===== src/hw/pscg_pkg.sv =====
// package: constants, types and carriers of the poll sequencer
// What this block does
// [RULE1] repoll or advance enters first-char state
// [RULE2] first-char state starts the distributor
// [RULE3] first cycle done moves to second char
// [RULE4] second cycle done ends the start code
// [RULE5] stored call code plus 1.0 s idle sends asterisk
// [RULE6] first cycle done moves asterisk to acknowledge
// [RULE7] second cycle done clears acknowledge
// [RULE8] advance steps one station, request self-clears
// [RULE9] settled drops while stepping, returns after 30 ms
// [RULE10] settled reasserted when first-char state clears
// [RULE11] skipped position advances again at once
// [RULE12] stations 1 to 25, position 26 ends cycle
// [RULE13] position 26 rests: no start code sent
// [RULE14] no advance while first-char state is set
// [RULE15] break clears first-char, EOT then advances
// [RULE16] received call code latches continue polling
// [RULE17] continue polling jumps 26 to 1, then clears
// [RULE18] break 0.300 s, EOT after 0.200 s pause
// [RULE19] character cycle is 300 ms over three
// [RULE20] synchronous reset clears states, position 26
// [RULE21] cycle, idle and code inputs from neighbours; the cycle ends come from the internal character timer and are outputs
package pscg_pkg;
  localparam int unsigned CLK_HZ    = 20_000_000;
  localparam int unsigned SETTLE_MS = 30;
  localparam int unsigned IDLE_MS   = 1000;
  localparam int unsigned BRKSEQ_MS = 300;
  localparam int unsigned BREAK_MS  = 300;
  localparam int unsigned PAUSE_MS  = 200;
  localparam int unsigned CHAR_MS   = BRKSEQ_MS / 3;
  localparam int unsigned MS_CYC    = CLK_HZ / 1000;
  localparam int unsigned SETTLE_CYC = SETTLE_MS * MS_CYC;
  localparam int unsigned IDLE_CYC   = IDLE_MS * MS_CYC;
  localparam int unsigned CHAR_CYC   = CHAR_MS * MS_CYC;
  localparam int unsigned BREAK_CHR  = BREAK_MS / CHAR_MS;
  localparam int unsigned PAUSE_CHR  = PAUSE_MS / CHAR_MS;

  localparam int unsigned NUM_STN = 25;
  localparam int unsigned POS_W   = 5;
  localparam logic [4:0]  FIRST_POS = 5'h01;
  localparam logic [4:0]  END_POS   = 5'h1a;
  localparam logic [2:0]  TSC_LEN   = 3'h2;
  localparam logic [2:0]  BRK_LEN   = 3'(BREAK_CHR + PAUSE_CHR + 1);

  localparam int unsigned ADDR_W   = 8;
  localparam logic [7:0]  CTRL_OFS = 8'h00;
  localparam logic [7:0]  SKIP_OFS = 8'h04;
  localparam logic [7:0]  STAT_OFS = 8'h08;
  localparam int unsigned CTRL_REPOLL = 0;
  localparam int unsigned CTRL_ADV    = 1;
  localparam int unsigned CTRL_BREAK  = 2;
  localparam logic [1:0]  RESP_OKAY   = 2'h0;
  localparam logic [1:0]  RESP_SLVERR = 2'h2;

  typedef enum logic [1:0] {SEQ_IDLE, SEQ_TSC, SEQ_ACK, SEQ_BRK} pscg_seq_e;
  typedef enum logic [2:0] {
    CH_NONE, CH_FIRST_START, CH_SECOND_START, CH_ASTERISK, CH_ACK,
    CH_BREAK, CH_PAUSE, CH_EOT
  } pscg_char_e;

  typedef struct packed {
    logic brk;
    logic advance;
    logic repoll;
  } pscg_cmd_s;

  typedef struct packed {
    logic       line_break;
    logic       busy;
    logic       continue_polling;
    logic       stepper_settled;
    logic       ack_state;
    logic       asterisk_state;
    logic       second_char_state;
    logic       first_char_state;
    logic [2:0] spare;
    logic [4:0] poll_pos;
  } pscg_stat_s;
endpackage


===== src/hw/pscg_timer.sv =====
// one-shot cycle timer: done pulse LEN cycles after restart
`timescale 1ns/10ps
module pscg_timer #(
  parameter int unsigned LEN = 2
) (
  input  wire logic aclk,     // system clock
  input  wire logic aresetn,  // sync reset, active low
  input  wire logic restart,  // load and start counting
  output logic      done,     // pulse at the end of the count
  output logic      expired   // level from done until restart
);
  localparam int unsigned W = $clog2(LEN + 1);
  logic [W-1:0] cnt_q;
  logic         act_q;

  assign done = act_q && (cnt_q == '0);

  always_ff @(posedge aclk) begin
    if (!aresetn) begin
      cnt_q <= '0;
      act_q <= 1'b0;
    end else if (restart) begin
      cnt_q <= W'(LEN - 1);
      act_q <= 1'b1;
    end else if (done) begin
      act_q <= 1'b0;
    end else if (act_q) begin
      cnt_q <= cnt_q - 1'b1;
    end
  end

  always_ff @(posedge aclk) begin
    if (!aresetn || restart) begin
      expired <= 1'b0;
    end else if (done) begin
      expired <= 1'b1;
    end
  end
endmodule


===== src/hw/pscg_axil.sv =====
// axi4-lite slave: command, skip and status registers
`timescale 1ns/10ps
module pscg_axil
  import pscg_pkg::*;
(
  input  wire logic                 aclk,      // system clock
  input  wire logic                 aresetn,   // sync reset, active low
  input  wire logic [ADDR_W-1:0]    awaddr,    // write address
  input  wire logic                 awvalid,   // write address valid
  output logic                      awready,   // write address taken
  input  wire logic [31:0]          wdata,     // write data
  input  wire logic [3:0]           wstrb,     // byte lanes
  input  wire logic                 wvalid,    // write data valid
  output logic                      wready,    // write data taken
  output logic [1:0]                bresp,     // write response
  output logic                      bvalid,    // write response valid
  input  wire logic                 bready,    // write response taken
  input  wire logic [ADDR_W-1:0]    araddr,    // read address
  input  wire logic                 arvalid,   // read address valid
  output logic                      arready,   // read address taken
  output logic [31:0]               rdata,     // read data
  output logic [1:0]                rresp,     // read response
  output logic                      rvalid,    // read data valid
  input  wire logic                 rready,    // read data taken
  input  wire pscg_pkg::pscg_stat_s stat,      // block state
  output pscg_pkg::pscg_cmd_s       cmd,       // one-cycle commands
  output logic [NUM_STN-1:0]        skip_mask  // per-station skip
);
  logic [ADDR_W-1:0] wa;
  logic [ADDR_W-1:0] ra;
  logic              wr_hs;
  logic              rd_hs;

  assign wa    = {awaddr[ADDR_W-1:2], 2'h0};
  assign ra    = {araddr[ADDR_W-1:2], 2'h0};
  assign wr_hs = awready && awvalid && wvalid;
  assign rd_hs = arready && arvalid;

  // address and data are taken together, one write at a time
  always_ff @(posedge aclk) begin
    if (!aresetn) begin
      awready <= 1'b0;
      wready  <= 1'b0;
    end else begin
      awready <= awvalid && wvalid && !awready && !bvalid;
      wready  <= awvalid && wvalid && !awready && !bvalid;
    end
  end

  always_ff @(posedge aclk) begin
    if (!aresetn) begin
      bvalid <= 1'b0;
      bresp  <= RESP_OKAY;
    end else if (wr_hs) begin
      bvalid <= 1'b1;
      bresp  <= (wa == CTRL_OFS || wa == SKIP_OFS || wa == STAT_OFS) ? RESP_OKAY : RESP_SLVERR;
    end else if (bready) begin
      bvalid <= 1'b0;
    end
  end

  always_ff @(posedge aclk) begin
    if (!aresetn) begin
      cmd       <= '0;
      skip_mask <= '0;
    end else begin
      cmd <= '0;
      if (wr_hs && wa == CTRL_OFS && wstrb[0]) begin
        cmd.repoll  <= wdata[CTRL_REPOLL];
        cmd.advance <= wdata[CTRL_ADV];
        cmd.brk     <= wdata[CTRL_BREAK];
      end
      if (wr_hs && wa == SKIP_OFS) begin
        for (int b = 0; b < NUM_STN; b++) begin
          if (wstrb[b / 8]) begin
            skip_mask[b] <= wdata[b];
          end
        end
      end
    end
  end

  always_ff @(posedge aclk) begin
    if (!aresetn) begin
      arready <= 1'b0;
    end else begin
      arready <= arvalid && !arready && !rvalid;
    end
  end

  always_ff @(posedge aclk) begin
    if (!aresetn) begin
      rvalid <= 1'b0;
      rdata  <= 32'h0;
      rresp  <= RESP_OKAY;
    end else if (rd_hs) begin
      rvalid <= 1'b1;
      rresp  <= RESP_OKAY;
      case (ra)
        CTRL_OFS: rdata <= 32'h0;
        SKIP_OFS: rdata <= {7'h0, skip_mask};
        STAT_OFS: rdata <= {16'h0, stat};
        default: begin
          rdata <= 32'h0;
          rresp <= RESP_SLVERR;
        end
      endcase
    end else if (rready) begin
      rvalid <= 1'b0;
    end
  end
endmodule


===== src/hw/pscg_top.sv =====
// poll sequencer: start codes, response, poll position stepping
`timescale 1ns/10ps
module pscg_top
  import pscg_pkg::*;
#(
  parameter int unsigned SETTLE_LEN = SETTLE_CYC,
  parameter int unsigned IDLE_LEN   = IDLE_CYC,
  parameter int unsigned CHAR_LEN   = CHAR_CYC
) (
  input  wire logic              aclk,               // system clock
  input  wire logic              aresetn,            // sync reset, active low
  input  wire logic [ADDR_W-1:0] awaddr,             // axi write address
  input  wire logic              awvalid,            // axi write address valid
  output logic                   awready,            // axi write address ready
  input  wire logic [31:0]       wdata,              // axi write data
  input  wire logic [3:0]        wstrb,              // axi byte lanes
  input  wire logic              wvalid,             // axi write data valid
  output logic                   wready,             // axi write data ready
  output logic [1:0]             bresp,              // axi write response
  output logic                   bvalid,             // axi write response valid
  input  wire logic              bready,             // axi write response ready
  input  wire logic [ADDR_W-1:0] araddr,             // axi read address
  input  wire logic              arvalid,            // axi read address valid
  output logic                   arready,            // axi read address ready
  output logic [31:0]            rdata,              // axi read data
  output logic [1:0]             rresp,              // axi read response
  output logic                   rvalid,             // axi read data valid
  input  wire logic              rready,             // axi read data ready
  input  wire logic              line_idle_timer,    // line idle level
  input  wire logic              call_code_stored,   // call code held
  input  wire logic              call_code_received, // call code pulse
  output logic [POS_W-1:0]       poll_pos,           // poll position
  output logic                   first_char_state,   // first start char
  output logic                   second_char_state,  // second start char
  output logic                   asterisk_state,     // asterisk sending
  output logic                   ack_state,          // acknowledge
  output logic                   stepper_settled,    // position settled
  output logic                   continue_polling,   // skip poll rest
  output logic                   dist_run,           // distributor busy
  output logic                   line_break,         // line held open
  output pscg_pkg::pscg_char_e   tx_char,            // char on the line
  output logic                   first_cycle_done,   // end of cycle 1
  output logic                   second_cycle_done   // end of cycle 2
);
  import pscg_pkg::*;

  function automatic logic stn_skipped(input logic [POS_W-1:0] p,
                                       input logic [NUM_STN-1:0] m);
    logic hit;
    hit = 1'b0;
    if (p >= FIRST_POS && p < END_POS) begin
      hit = m[p - FIRST_POS];
    end
    return hit;
  endfunction

  function automatic pscg_char_e char_of(input pscg_seq_e s,
                                         input logic [2:0] c);
    pscg_char_e ch;
    ch = CH_NONE;
    case (s)
      SEQ_TSC: ch = (c == 3'h0) ? CH_FIRST_START : CH_SECOND_START;
      SEQ_ACK: ch = (c == 3'h0) ? CH_ASTERISK : CH_ACK;
      SEQ_BRK: begin
        if (c < 3'(BREAK_CHR)) begin
          ch = CH_BREAK;
        end else if (c < 3'(BREAK_CHR + PAUSE_CHR)) begin
          ch = CH_PAUSE;
        end else begin
          ch = CH_EOT;
        end
      end
      default: ch = CH_NONE;
    endcase
    return ch;
  endfunction

  pscg_cmd_s          cmd;
  pscg_stat_s         stat;
  logic [NUM_STN-1:0] skip_mask;

  pscg_seq_e  seq_q;
  logic [2:0] cyc_q;
  logic       adv_req_q;
  logic       brk_req_q;

  logic settle_done;
  logic idle_expired;
  logic char_done;
  logic adv_take;
  logic skip_step;
  logic cont_step;
  logic step_now;
  logic tsc_go;
  logic ast_go;
  logic brk_go;
  logic dist_go;
  logic seq_more;
  logic seq_end;
  logic cyc1_end;
  logic cyc2_end;
  logic eot_end;
  logic [2:0] cyc_next;

  // an advance is only taken once the first-char state has dropped
  assign adv_take  = adv_req_q && !first_char_state;             // [RULE14]
  assign skip_step = !stepper_settled && stn_skipped(poll_pos, skip_mask); // [RULE11]
  assign cont_step = (poll_pos == END_POS) && continue_polling;  // [RULE17]
  assign step_now  = adv_take || skip_step || cont_step;

  assign cyc_next = cyc_q + 3'h1;
  assign seq_end  = char_done &&
                    (cyc_next == ((seq_q == SEQ_BRK) ? BRK_LEN : TSC_LEN));
  assign seq_more = char_done && !seq_end;
  assign cyc1_end = char_done && (cyc_next == 3'h1);
  assign cyc2_end = char_done && (cyc_next == 3'h2);
  assign eot_end  = seq_end && (seq_q == SEQ_BRK);

  // position 26 never starts a start code, so it rests there
  assign tsc_go = first_char_state && stepper_settled && !step_now &&
                  (poll_pos != END_POS) && !second_char_state; // [RULE2] [RULE13]
  assign ast_go = call_code_stored && idle_expired &&
                  !asterisk_state && !ack_state;               // [RULE5]
  assign brk_go = brk_req_q;
  assign dist_go = (seq_q == SEQ_IDLE) && (brk_go || tsc_go || ast_go);

  pscg_axil u_axil (
    .aclk      (aclk),
    .aresetn   (aresetn),
    .awaddr    (awaddr),
    .awvalid   (awvalid),
    .awready   (awready),
    .wdata     (wdata),
    .wstrb     (wstrb),
    .wvalid    (wvalid),
    .wready    (wready),
    .bresp     (bresp),
    .bvalid    (bvalid),
    .bready    (bready),
    .araddr    (araddr),
    .arvalid   (arvalid),
    .arready   (arready),
    .rdata     (rdata),
    .rresp     (rresp),
    .rvalid    (rvalid),
    .rready    (rready),
    .stat      (stat),
    .cmd       (cmd),
    .skip_mask (skip_mask)
  );

  // release delay of the stepper after the last step
  pscg_timer #(.LEN(SETTLE_LEN)) u_settle (
    .aclk    (aclk),
    .aresetn (aresetn),
    .restart (step_now),
    .done    (settle_done),
    .expired ()
  );

  // own transmission keeps the idle timer from running
  pscg_timer #(.LEN(IDLE_LEN)) u_idle (
    .aclk    (aclk),
    .aresetn (aresetn),
    .restart (!line_idle_timer || dist_run || ast_go),         // [RULE21]
    .done    (),
    .expired (idle_expired)
  );

  // distributor character cycle, a third of the break time
  pscg_timer #(.LEN(CHAR_LEN)) u_char (
    .aclk    (aclk),
    .aresetn (aresetn),
    .restart (dist_go || seq_more),                            // [RULE19]
    .done    (char_done),
    .expired ()
  );

  always_comb begin
    stat                   = '0;
    stat.poll_pos          = poll_pos;
    stat.first_char_state  = first_char_state;
    stat.second_char_state = second_char_state;
    stat.asterisk_state    = asterisk_state;
    stat.ack_state         = ack_state;
    stat.stepper_settled   = stepper_settled;
    stat.continue_polling  = continue_polling;
    stat.busy              = dist_run;
    stat.line_break        = line_break;
  end

  // requests: a new one in the taking cycle is kept
  always_ff @(posedge aclk) begin
    if (!aresetn) begin
      adv_req_q <= 1'b0;
      brk_req_q <= 1'b0;
    end else begin
      adv_req_q <= cmd.advance || eot_end || (adv_req_q && !adv_take); // [RULE8] [RULE15]
      brk_req_q <= cmd.brk || (brk_req_q && !(dist_go && brk_go));
    end
  end

  always_ff @(posedge aclk) begin
    if (!aresetn) begin
      poll_pos <= END_POS;                                     // [RULE20]
    end else if (cont_step) begin
      poll_pos <= FIRST_POS;                                   // [RULE17]
    end else if (step_now) begin
      // 26 is the end marker, one past the last station
      poll_pos <= (poll_pos == END_POS) ? FIRST_POS : poll_pos + 5'h01; // [RULE8] [RULE12]
    end
  end

  always_ff @(posedge aclk) begin
    if (!aresetn) begin
      continue_polling <= 1'b0;
    end else if (call_code_received) begin
      continue_polling <= 1'b1;                                // [RULE16]
    end else if (cont_step) begin
      continue_polling <= 1'b0;                                // [RULE17]
    end
  end

  always_ff @(posedge aclk) begin
    if (!aresetn) begin
      stepper_settled <= 1'b1;
    end else if (step_now) begin
      stepper_settled <= 1'b0;                                 // [RULE9]
    end else if (settle_done || (first_char_state && cyc1_end)) begin
      stepper_settled <= 1'b1;                                 // [RULE9] [RULE10]
    end
  end

  always_ff @(posedge aclk) begin
    if (!aresetn) begin
      first_char_state <= 1'b0;                                // [RULE20]
    end else if (adv_take || (cmd.repoll && !first_char_state)) begin
      first_char_state <= 1'b1;                                // [RULE1]
    end else if (cyc1_end && seq_q == SEQ_TSC) begin
      first_char_state <= 1'b0;                                // [RULE3]
    end else if (cyc2_end && seq_q == SEQ_BRK) begin
      first_char_state <= 1'b0;                                // [RULE15]
    end
  end

  always_ff @(posedge aclk) begin
    if (!aresetn) begin
      second_char_state <= 1'b0;
    end else if (cyc1_end && seq_q == SEQ_TSC) begin
      second_char_state <= 1'b1;                               // [RULE3]
    end else if (cyc2_end && seq_q == SEQ_TSC) begin
      second_char_state <= 1'b0;                               // [RULE4]
    end
  end

  always_ff @(posedge aclk) begin
    if (!aresetn) begin
      asterisk_state <= 1'b0;
      ack_state      <= 1'b0;
    end else if (dist_go && !brk_go && !tsc_go) begin
      asterisk_state <= 1'b1;                                  // [RULE5]
    end else if (cyc1_end && seq_q == SEQ_ACK) begin
      asterisk_state <= 1'b0;                                  // [RULE6]
      ack_state      <= 1'b1;
    end else if (cyc2_end && seq_q == SEQ_ACK) begin
      ack_state      <= 1'b0;                                  // [RULE7]
    end
  end

  // break has priority, then start codes, then the response
  always_ff @(posedge aclk) begin
    if (!aresetn) begin
      seq_q <= SEQ_IDLE;
      cyc_q <= 3'h0;
    end else if (dist_go) begin
      seq_q <= brk_go ? SEQ_BRK : (tsc_go ? SEQ_TSC : SEQ_ACK);
      cyc_q <= 3'h0;
    end else if (seq_end) begin
      seq_q <= SEQ_IDLE;
      cyc_q <= 3'h0;
    end else if (char_done) begin
      cyc_q <= cyc_next;                                       // [RULE18]
    end
  end

  always_ff @(posedge aclk) begin
    if (!aresetn) begin
      dist_run          <= 1'b0;
      tx_char           <= CH_NONE;
      line_break        <= 1'b0;
      first_cycle_done  <= 1'b0;
      second_cycle_done <= 1'b0;
    end else begin
      first_cycle_done  <= cyc1_end;                           // [RULE19]
      second_cycle_done <= cyc2_end;
      if (dist_go) begin
        dist_run   <= 1'b1;
        tx_char    <= brk_go ? CH_BREAK : (tsc_go ? CH_FIRST_START : CH_ASTERISK);
        line_break <= brk_go;                                  // [RULE18]
      end else if (seq_end) begin
        dist_run   <= 1'b0;
        tx_char    <= CH_NONE;
        line_break <= 1'b0;
      end else if (char_done) begin
        tx_char    <= char_of(seq_q, cyc_next);
        line_break <= (char_of(seq_q, cyc_next) == CH_BREAK);  // [RULE18]
      end
    end
  end
endmodule


===== config.mk =====
export PLATFORM = sky130hd
export DESIGN_NAME = pscg_top
export DESIGN_NICKNAME = d
export VERILOG_FILES = /design/src/hw/pscg_pkg.sv /design/src/hw/pscg_timer.sv /design/src/hw/pscg_axil.sv /design/src/hw/pscg_top.sv
export SDC_FILE = /design/constraint.sdc
export NUM_CORES = 1
export LEC_CHECK = 0
export ABC_AREA = 1
export BUFFER_PORTS_ARGS = -buffer_cell sky130_fd_sc_hd__buf_4
export CAP_MARGIN = 20
export CORE_UTILIZATION = 57
export DETAILED_ROUTE_END_ITERATION = 10
export PLACE_DENSITY_LB_ADDON = 0.2
export SYNTH_ARGS = -nofsm -noshare
export SYNTH_HDL_FRONTEND = slang
export SYNTH_SLANG_ARGS = --single-unit
export TNS_END_PERCENT = 100

===== constraint.sdc =====
create_clock -name aclk -period 2.8 [get_ports aclk]
set_input_delay 0.14 -clock aclk [delete_from_list [all_inputs] [get_ports aclk]]
set_output_delay 0.14 -clock aclk [all_outputs]
set_load 0.01 [all_outputs]

## Yosys cells after proc, flatten, opt, wreduce, memory -nomap -nowiden

Cells that the tools add are included.

- Order comparisons: 5
- Equality and inequality tests: 16
- Mux-type cells: 64
- $add $sub $neg: 6
- Bitwise operators: 5
- Reduce and logical (&&, ||, !) cells: 117

Operator list:

| cell | number |
|---|---|
| 25-bit two-way mux | 3 |
| 21-bit two-way mux | 3 |
| 20-bit two-way mux | 3 |
| 25-bit one-hot mux with 2 select lines | 1 |
| 1-bit logical AND | 43 |
| 1-bit two-way mux | 31 |
| 2-bit nonzero test | 15 |
| 3-bit two-way mux | 9 |
| 25-bit logical NOT | 1 |
| 25-bit by 1-bit subtractor with 25-bit output (second input constant) | 1 |
| 2-bit AND reduction | 12 |
| 21-bit logical NOT | 1 |
| 21-bit by 1-bit subtractor with 21-bit output (second input constant) | 1 |
| 20-bit logical NOT | 1 |
| 20-bit by 1-bit subtractor with 20-bit output (second input constant) | 1 |
| 2-bit two-way mux | 9 |
| 1-bit logical NOT | 17 |
| 8-bit logical NOT | 2 |
| 1-bit logical OR | 15 |
| 5-bit two-way mux | 3 |
| 6-bit by 1-bit == test with 1-bit output (second input constant) | 2 |
| 6-bit by 2-bit == test with 1-bit output (second input constant) | 2 |
| 3-bit one-hot mux with 3 select lines | 1 |
| 2-bit OR reduction | 4 |
| 23 further kinds | 32 |

- Input bits: 62
- Logic and storage cells: 254
- Output and inout port bits: 59
- Register bits after elaboration: 163

## Longest topological paths before layout

- Depth in word-level cells: 20
- Gate-level depth with buffers: 18
- Depth with buffers taken out: 16

## Hierarchy

From an unflattened synthesis, not the netlist that was laid out.

- Cells, all modules: 1473
- Area total of the unflattened synthesis: 9356.5 sq um

Modules (own cells, without submodules):

| module | instances | area each (sq um) | seq. area each (sq um) | cells an instance |
|---|---|---|---|---|
| pscg_axil | 1 | 2955.3 | 1181.1 | 454 |
| pscg_timer at u_idle | 1 | 1803.0 | 540.5 | 289 |
| pscg_top | 1 | 1665.3 | 500.5 | 259 |
| pscg_timer at u_char | 1 | 1471.4 | 460.4 | 234 |
| pscg_timer at u_settle | 1 | 1461.4 | 440.4 | 237 |

## Worst setup path before layout

OpenSTA, ideal clock, no wires.

- Path kind: register to register
- Start: reg poll_pos[0]
- End: reg u_settle.cnt_q[9]
- Setup slack: 549 ps
- Required time: 2672 ps
- Path buffers: 4
- Setup time: 128 ps
- Stages on the path, launching flop included: 17
- Clock period less this slack: 2251 ps
- Arrival: 2124 ps
- Cell sequence: dfxtp_1 -> buf_6 -> inv_2 -> buf_6 -> ha_1 -> buf_2 -> inv_1 -> nand3_1 -> nand3_1 -> nand3_1 -> nand2_1 -> nand2_1 -> nand3_2 -> nand3_4 -> buf_6 -> nor2_1 -> nor2_1

- Word-level cells in the longest chain between the ends: 9
- Elaborated cells on any way between the ends: 16
- Classes of those cells: 1 x add/sub; 2 x order compare; 2 x eq/ne; 4 x mux; 7 x reduce/logical

Ends and longest elaborated chain:

| element | line | RTL |
|---|---|---|
| start: declaration | pscg_top.sv:32 | `output logic [POS_W-1:0] poll_pos,` |
| start signal: assignment | pscg_top.sv:210 | `poll_pos <= (poll_pos == END_POS) ? FIRST_POS : poll_pos + 5'h01;` |
| 5-bit by 1-bit subtractor with 5-bit output | pscg_top.sv:52 | `hit = m[p - FIRST_POS];` |
| 1-bit binary-select mux with 5-bit select | pscg_top.sv:52 |  |
| 1-bit two-way mux (not written as such) | pscg_top.sv:52 |  |
| 1-bit two-way mux | pscg_top.sv:51 | `if (p >= FIRST_POS && p < END_POS) begin` |
| 1-bit logical AND | pscg_top.sv:107 | `assign skip_step = !stepper_settled && stn_skipped(poll_pos, skip_mask);` |
| 1-bit logical OR | pscg_top.sv:109 | `assign step_now = adv_take \|\| skip_step \|\| cont_step;` |
| 1-bit logical OR * | pscg_top.sv:109 |  |
| 2-bit by 1-bit != test with 1-bit output (no line) / 2-bit nonzero test (equally long branches) | -- |  |
| 2-bit AND reduction (no line) | -- |  |
| end signal: assignment | pscg_timer.sv:23 | `cnt_q <= W'(LEN - 1);` |
| end signal: assignment | pscg_timer.sv:28 | `cnt_q <= cnt_q - 1'b1;` |
| end: declaration | pscg_timer.sv:13 | `logic [W-1:0] cnt_q;` |

Mark *: on every way between the ends. The rest lies on a longest branch, timed or not. The select of a mux whose other input is x is not followed.
A chain may end at the register's enable or synchronous reset.

## Worst setup path in the final report

- Start: reg u_idle.cnt_q[0]
- End: reg u_idle.cnt_q[21]

- Word-level cells in the longest chain between the ends: 4
- Elaborated cells on any way between the ends: 8
- Classes of those cells: 1 x add/sub; 1 x eq/ne; 3 x mux; 3 x reduce/logical

Ends and longest elaborated chain:

| element | line |
|---|---|
| start: declaration | pscg_timer.sv:13 |
| start signal: assignment | pscg_timer.sv:23 |
| start signal: assignment | pscg_timer.sv:28 |
| 25-bit by 1-bit subtractor with 25-bit output / 25-bit logical NOT (equally long branches) | pscg_timer.sv:28, pscg_timer.sv:16 |
| 25-bit two-way mux / 1-bit logical AND (equally long branches) | pscg_timer.sv:27, pscg_timer.sv:16 |
| 25-bit two-way mux / 2-bit by 1-bit != test with 1-bit output (equally long branches) | -- |
| 25-bit two-way mux / 2-bit AND reduction (equally long branches) | -- |

Several ways; a longest one is shown, not always the timed one. The select of a mux whose other input is x is not followed.

==> flow_metrics.env <==
export IMPL_endpoint_kind="flip-flop"
export IMPL_clock_sinks=154
export IMPL_min_path_type="in2reg"
export IMPL_path_clk_slew_ns=0.06
export IMPL_grt_max_degree=53
export IMPL_drt_iter0_drc=666
export IMPL_setup_viol=0
export IMPL_post_cts_resized=0
export IMPL_startpoint_type="flip-flop"
export IMPL_cap_viol_max_count=0
export IMPL_tightest_slew_ns=0.562
export IMPL_coreArea_mm2=0.0134
export IMPL_worst_skew_pair_late_latency_ns=0.42
export IMPL_gr_usage_all_layers=0.299
export IMPL_grt_overflow=0
export IMPL_hold_violations=0
export IMPL_rsz0062_at_grt="false"
export IMPL_yosys_area_share_adder=0.0173
export IMPL_cp_required_ns=3.16
export IMPL_fin_crit_ns=2.47
export IMPL_cts_buffers=17
export IMPL_placed_cells=1402
export IMPL_syn_inst=1157
export IMPL_fin_nets=1350
export IMPL_period_share=0.881
export IMPL_n_antenna_cell=0
export IMPL_die_area_mm2=0.0144
export IMPL_crit_slowest_cell="nor2_2"
export IMPL_htree_levels=4
export IMPL_synth_top_area_cell="dfxtp_1"
export IMPL_path_cells="inv_1, ha_1, nand2_1, nor2_1, nand3_1, nand2_2, inv_2, nor2_2, nand2_1, nand3_1, nand2_1, inv_1"
export IMPL_synthFlopType="dfxtp_1"
export IMPL_route_vias_total=7977
export IMPL_initial_utilization=0.594
export IMPL_remaining_drc_errors=0
export IMPL_vdd_ir_drop_max_mv=0.470
export IMPL_holdWs_ns=0.0185
export IMPL_die_h_um=120
export IMPL_synth_warnings=0
export IMPL_grt_pass1_wl_um=34600
export IMPL_ys_seq_area_frac=0.388
export IMPL_power_density_mw_per_mm2=690
export IMPL_antenna_found_initial=0
export IMPL_stdcell_count=1465
export IMPL_wl_um=21100
export IMPL_synthDominantCellAreaShare=0.388
export IMPL_syn_area_mm2=0.00796
export IMPL_path_class="reg2reg"
export IMPL_cts_buffer_depth=2
export IMPL_vias_per_cell=5.45
export IMPL_synth_top_family_by_area="simple AND/OR/NAND/NOR gates"
export IMPL_status="finished clean"
export IMPL_cp_top_family="simple AND/OR/NAND/NOR gates"
export IMPL_clock_fmax_mhz=405
export IMPL_finClkSkew_ns=0.0109
export IMPL_synth_simple_area_share=0.319
export IMPL_synthToLayoutAreaGrowth_pct=22.0
export IMPL_layout_drive_gt1_share=0.137
export IMPL_muxShareOfSynthArea=0
export IMPL_crit_fanout=16
export IMPL_ant_nets=0
export IMPL_wl_per_cell_um=14.4
export IMPL_grt_pass1_vias=7357
export IMPL_drv_slew=0
export IMPL_synth_compound_area_share=0.141
export IMPL_syn_avg_cell_area_um2=6.88
export IMPL_ys_types=43
export IMPL_portBuffers=100
export IMPL_cp_num_buf_inv=3
export IMPL_synth_xor_area_frac=0.0472
export IMPL_final_core_util=0.724
export IMPL_setup_tns_ns=0
export IMPL_leakage_nw=4.44
export IMPL_dr_pass1_iters=7
export IMPL_post_dp_hpwl_um=14000
export IMPL_place_congestion=0.951
export IMPL_clockRootBuffer="clkbuf_16"
export IMPL_crit_top_cell="nand2_1"
export IMPL_maxSlewHeadroom=0.624
export IMPL_synth_edf_count=0
export IMPL_cts_tree="yes"
export IMPL_ys_seq_elements=154
export IMPL_netlist_top_cells_area="dfxtp_1 (39%), nand2_1 (11%), nor2_1 (9.3%)"
export IMPL_cp_data_arrival_time_ns=2.83
export IMPL_io_pins=121
export IMPL_rows=42
export IMPL_die_width_um=120
export IMPL_synth_async_reset_ratio=0
export IMPL_critical_path_max_stage_delay_ns=0.40
==> cell usage after synthesis (7+ instances only) <==
master	n
xor2_1	26
nor2_1	198
buf_2	7
dfxtp_1	154
a21oi_1	93
xnor2_1	15
nand4_1	16
nand2_1	229
nor3_1	15
nor2_2	7
o21ai_0	66
inv_2	7
clkbuf_1	21
nand3_1	81
buf_4	12
inv_1	107
ha_1	11
o21ai_1	12
a31oi_1	9
o211ai_1	24
==> kinds of logic after synthesis <==
logic type      Yosys count
simple gates            579
compound gates          208
buf+inv                 162
flops                   154
xor+xnor                 42
fa+ha+maj                11
other cells               1
==> registers in the layout, indices dropped and copies added, names as in the netlist, 2 cells and up <==
signal and count:
u_axil.skip_mask 25, u_axil.cmd 3, u_settle.cnt_q 20, u_axil.rdata 25
seq_q 2, tx_char 3, poll_pos 5, cyc_q 3
u_idle.cnt_q 25, u_char.cnt_q 21
==> repair_timing <==
item,in CTS,in global routing
hold buffers,32,0
setup buffers,0,0
hold endpoints to repair,33,0
==> metrics by stage <==
| step | power [mW] | setup WS, ns | cell area, um2 |
|---|---|---|---|
| after floorplan | 3.77 | 0.549 | 7990 |
| after global placement | 4.14 | 0.537 | 8750 |
| after detailed placement | 4.17 | 0.458 | 8750 |
| after CTS | 6.69 | 0.365 | 9710 |
| after global routing | 7.06 | 0.0852 | 9710 |
| final | 6.70 | 0.333 | 9710 |
==> worst reg2reg max path: cells and delay by family, from the launching register on <==
family        cells  cell delay [ns]
fa+ha+maj         1             0.24
buf+inv           3             0.42
simple gates      8             1.43
flops             1             0.32
==> routing by layer <==
metal	up-vias	track usage	share of wire
li1	3991	-	-
met4	0	0.115	0.031
met3	62	0.0675	0.054
met5	-	0	0
met1	3653	0.374	0.44
met2	271	0.496	0.48
==> path summary, 6_finish.rpt <==
| kind | depth (start not counted) | end | from | slack, ns |
|---|---|---|---|---|
| worst min-delay path | 3 | u_axil.bresp[1]$_SDFFE_PN0P_ | awaddr[3] | 0.02 |
| worst max-delay path | 12 | u_idle.cnt_q[21]$_SDFFE_PN0P_ | u_idle.cnt_q[0]$_SDFFE_PN0P_ | 0.33 |
| worst min register to register | 1 | u_axil.arready$_SDFF_PN0_ | u_axil.arready$_SDFF_PN0_ | 0.44 |
| worst max register to register | 12 | u_idle.cnt_q[21]$_SDFFE_PN0P_ | u_idle.cnt_q[0]$_SDFFE_PN0P_ | 0.33 |
==> report_power, final <==
part | switching [mW] | total [mW] | internal (mW)
logic | 1.08 | 1.70 | 0.620
clock network | 0.902 | 2.48 | 1.58
registers | 0.168 | 2.52 | 2.36
==> placed cells by master, fill, tap and decap left out, drive strengths merged, types with 11 or more instances in the layout <==
cell type	Yosys	final
nor3	16	16
a21oi	94	94
dfxtp	154	154
nor2	208	208
nand4	19	19
clkbuf	21	20
dlygate4sd3	0	32
nand2	238	238
inv	114	114
o21ai	79	79
buf	25	107
o211ai	24	24
xor2	26	26
ha	11	11
xnor2	16	16
nand3	85	85
==> layout make-up <==
class                           count  area, um2
Clock buffer                       20        437
Fill cell                        1114       3690
Timing Repair Buffer              139       1120
Clock inverter                     11        196
Tap cell                          176        220
Multi-Input combinational cell    849       4210
Sequential cell                   154       3080
Inverter                          116        435
Note: power is estimated with default switching activity, not from simulation.
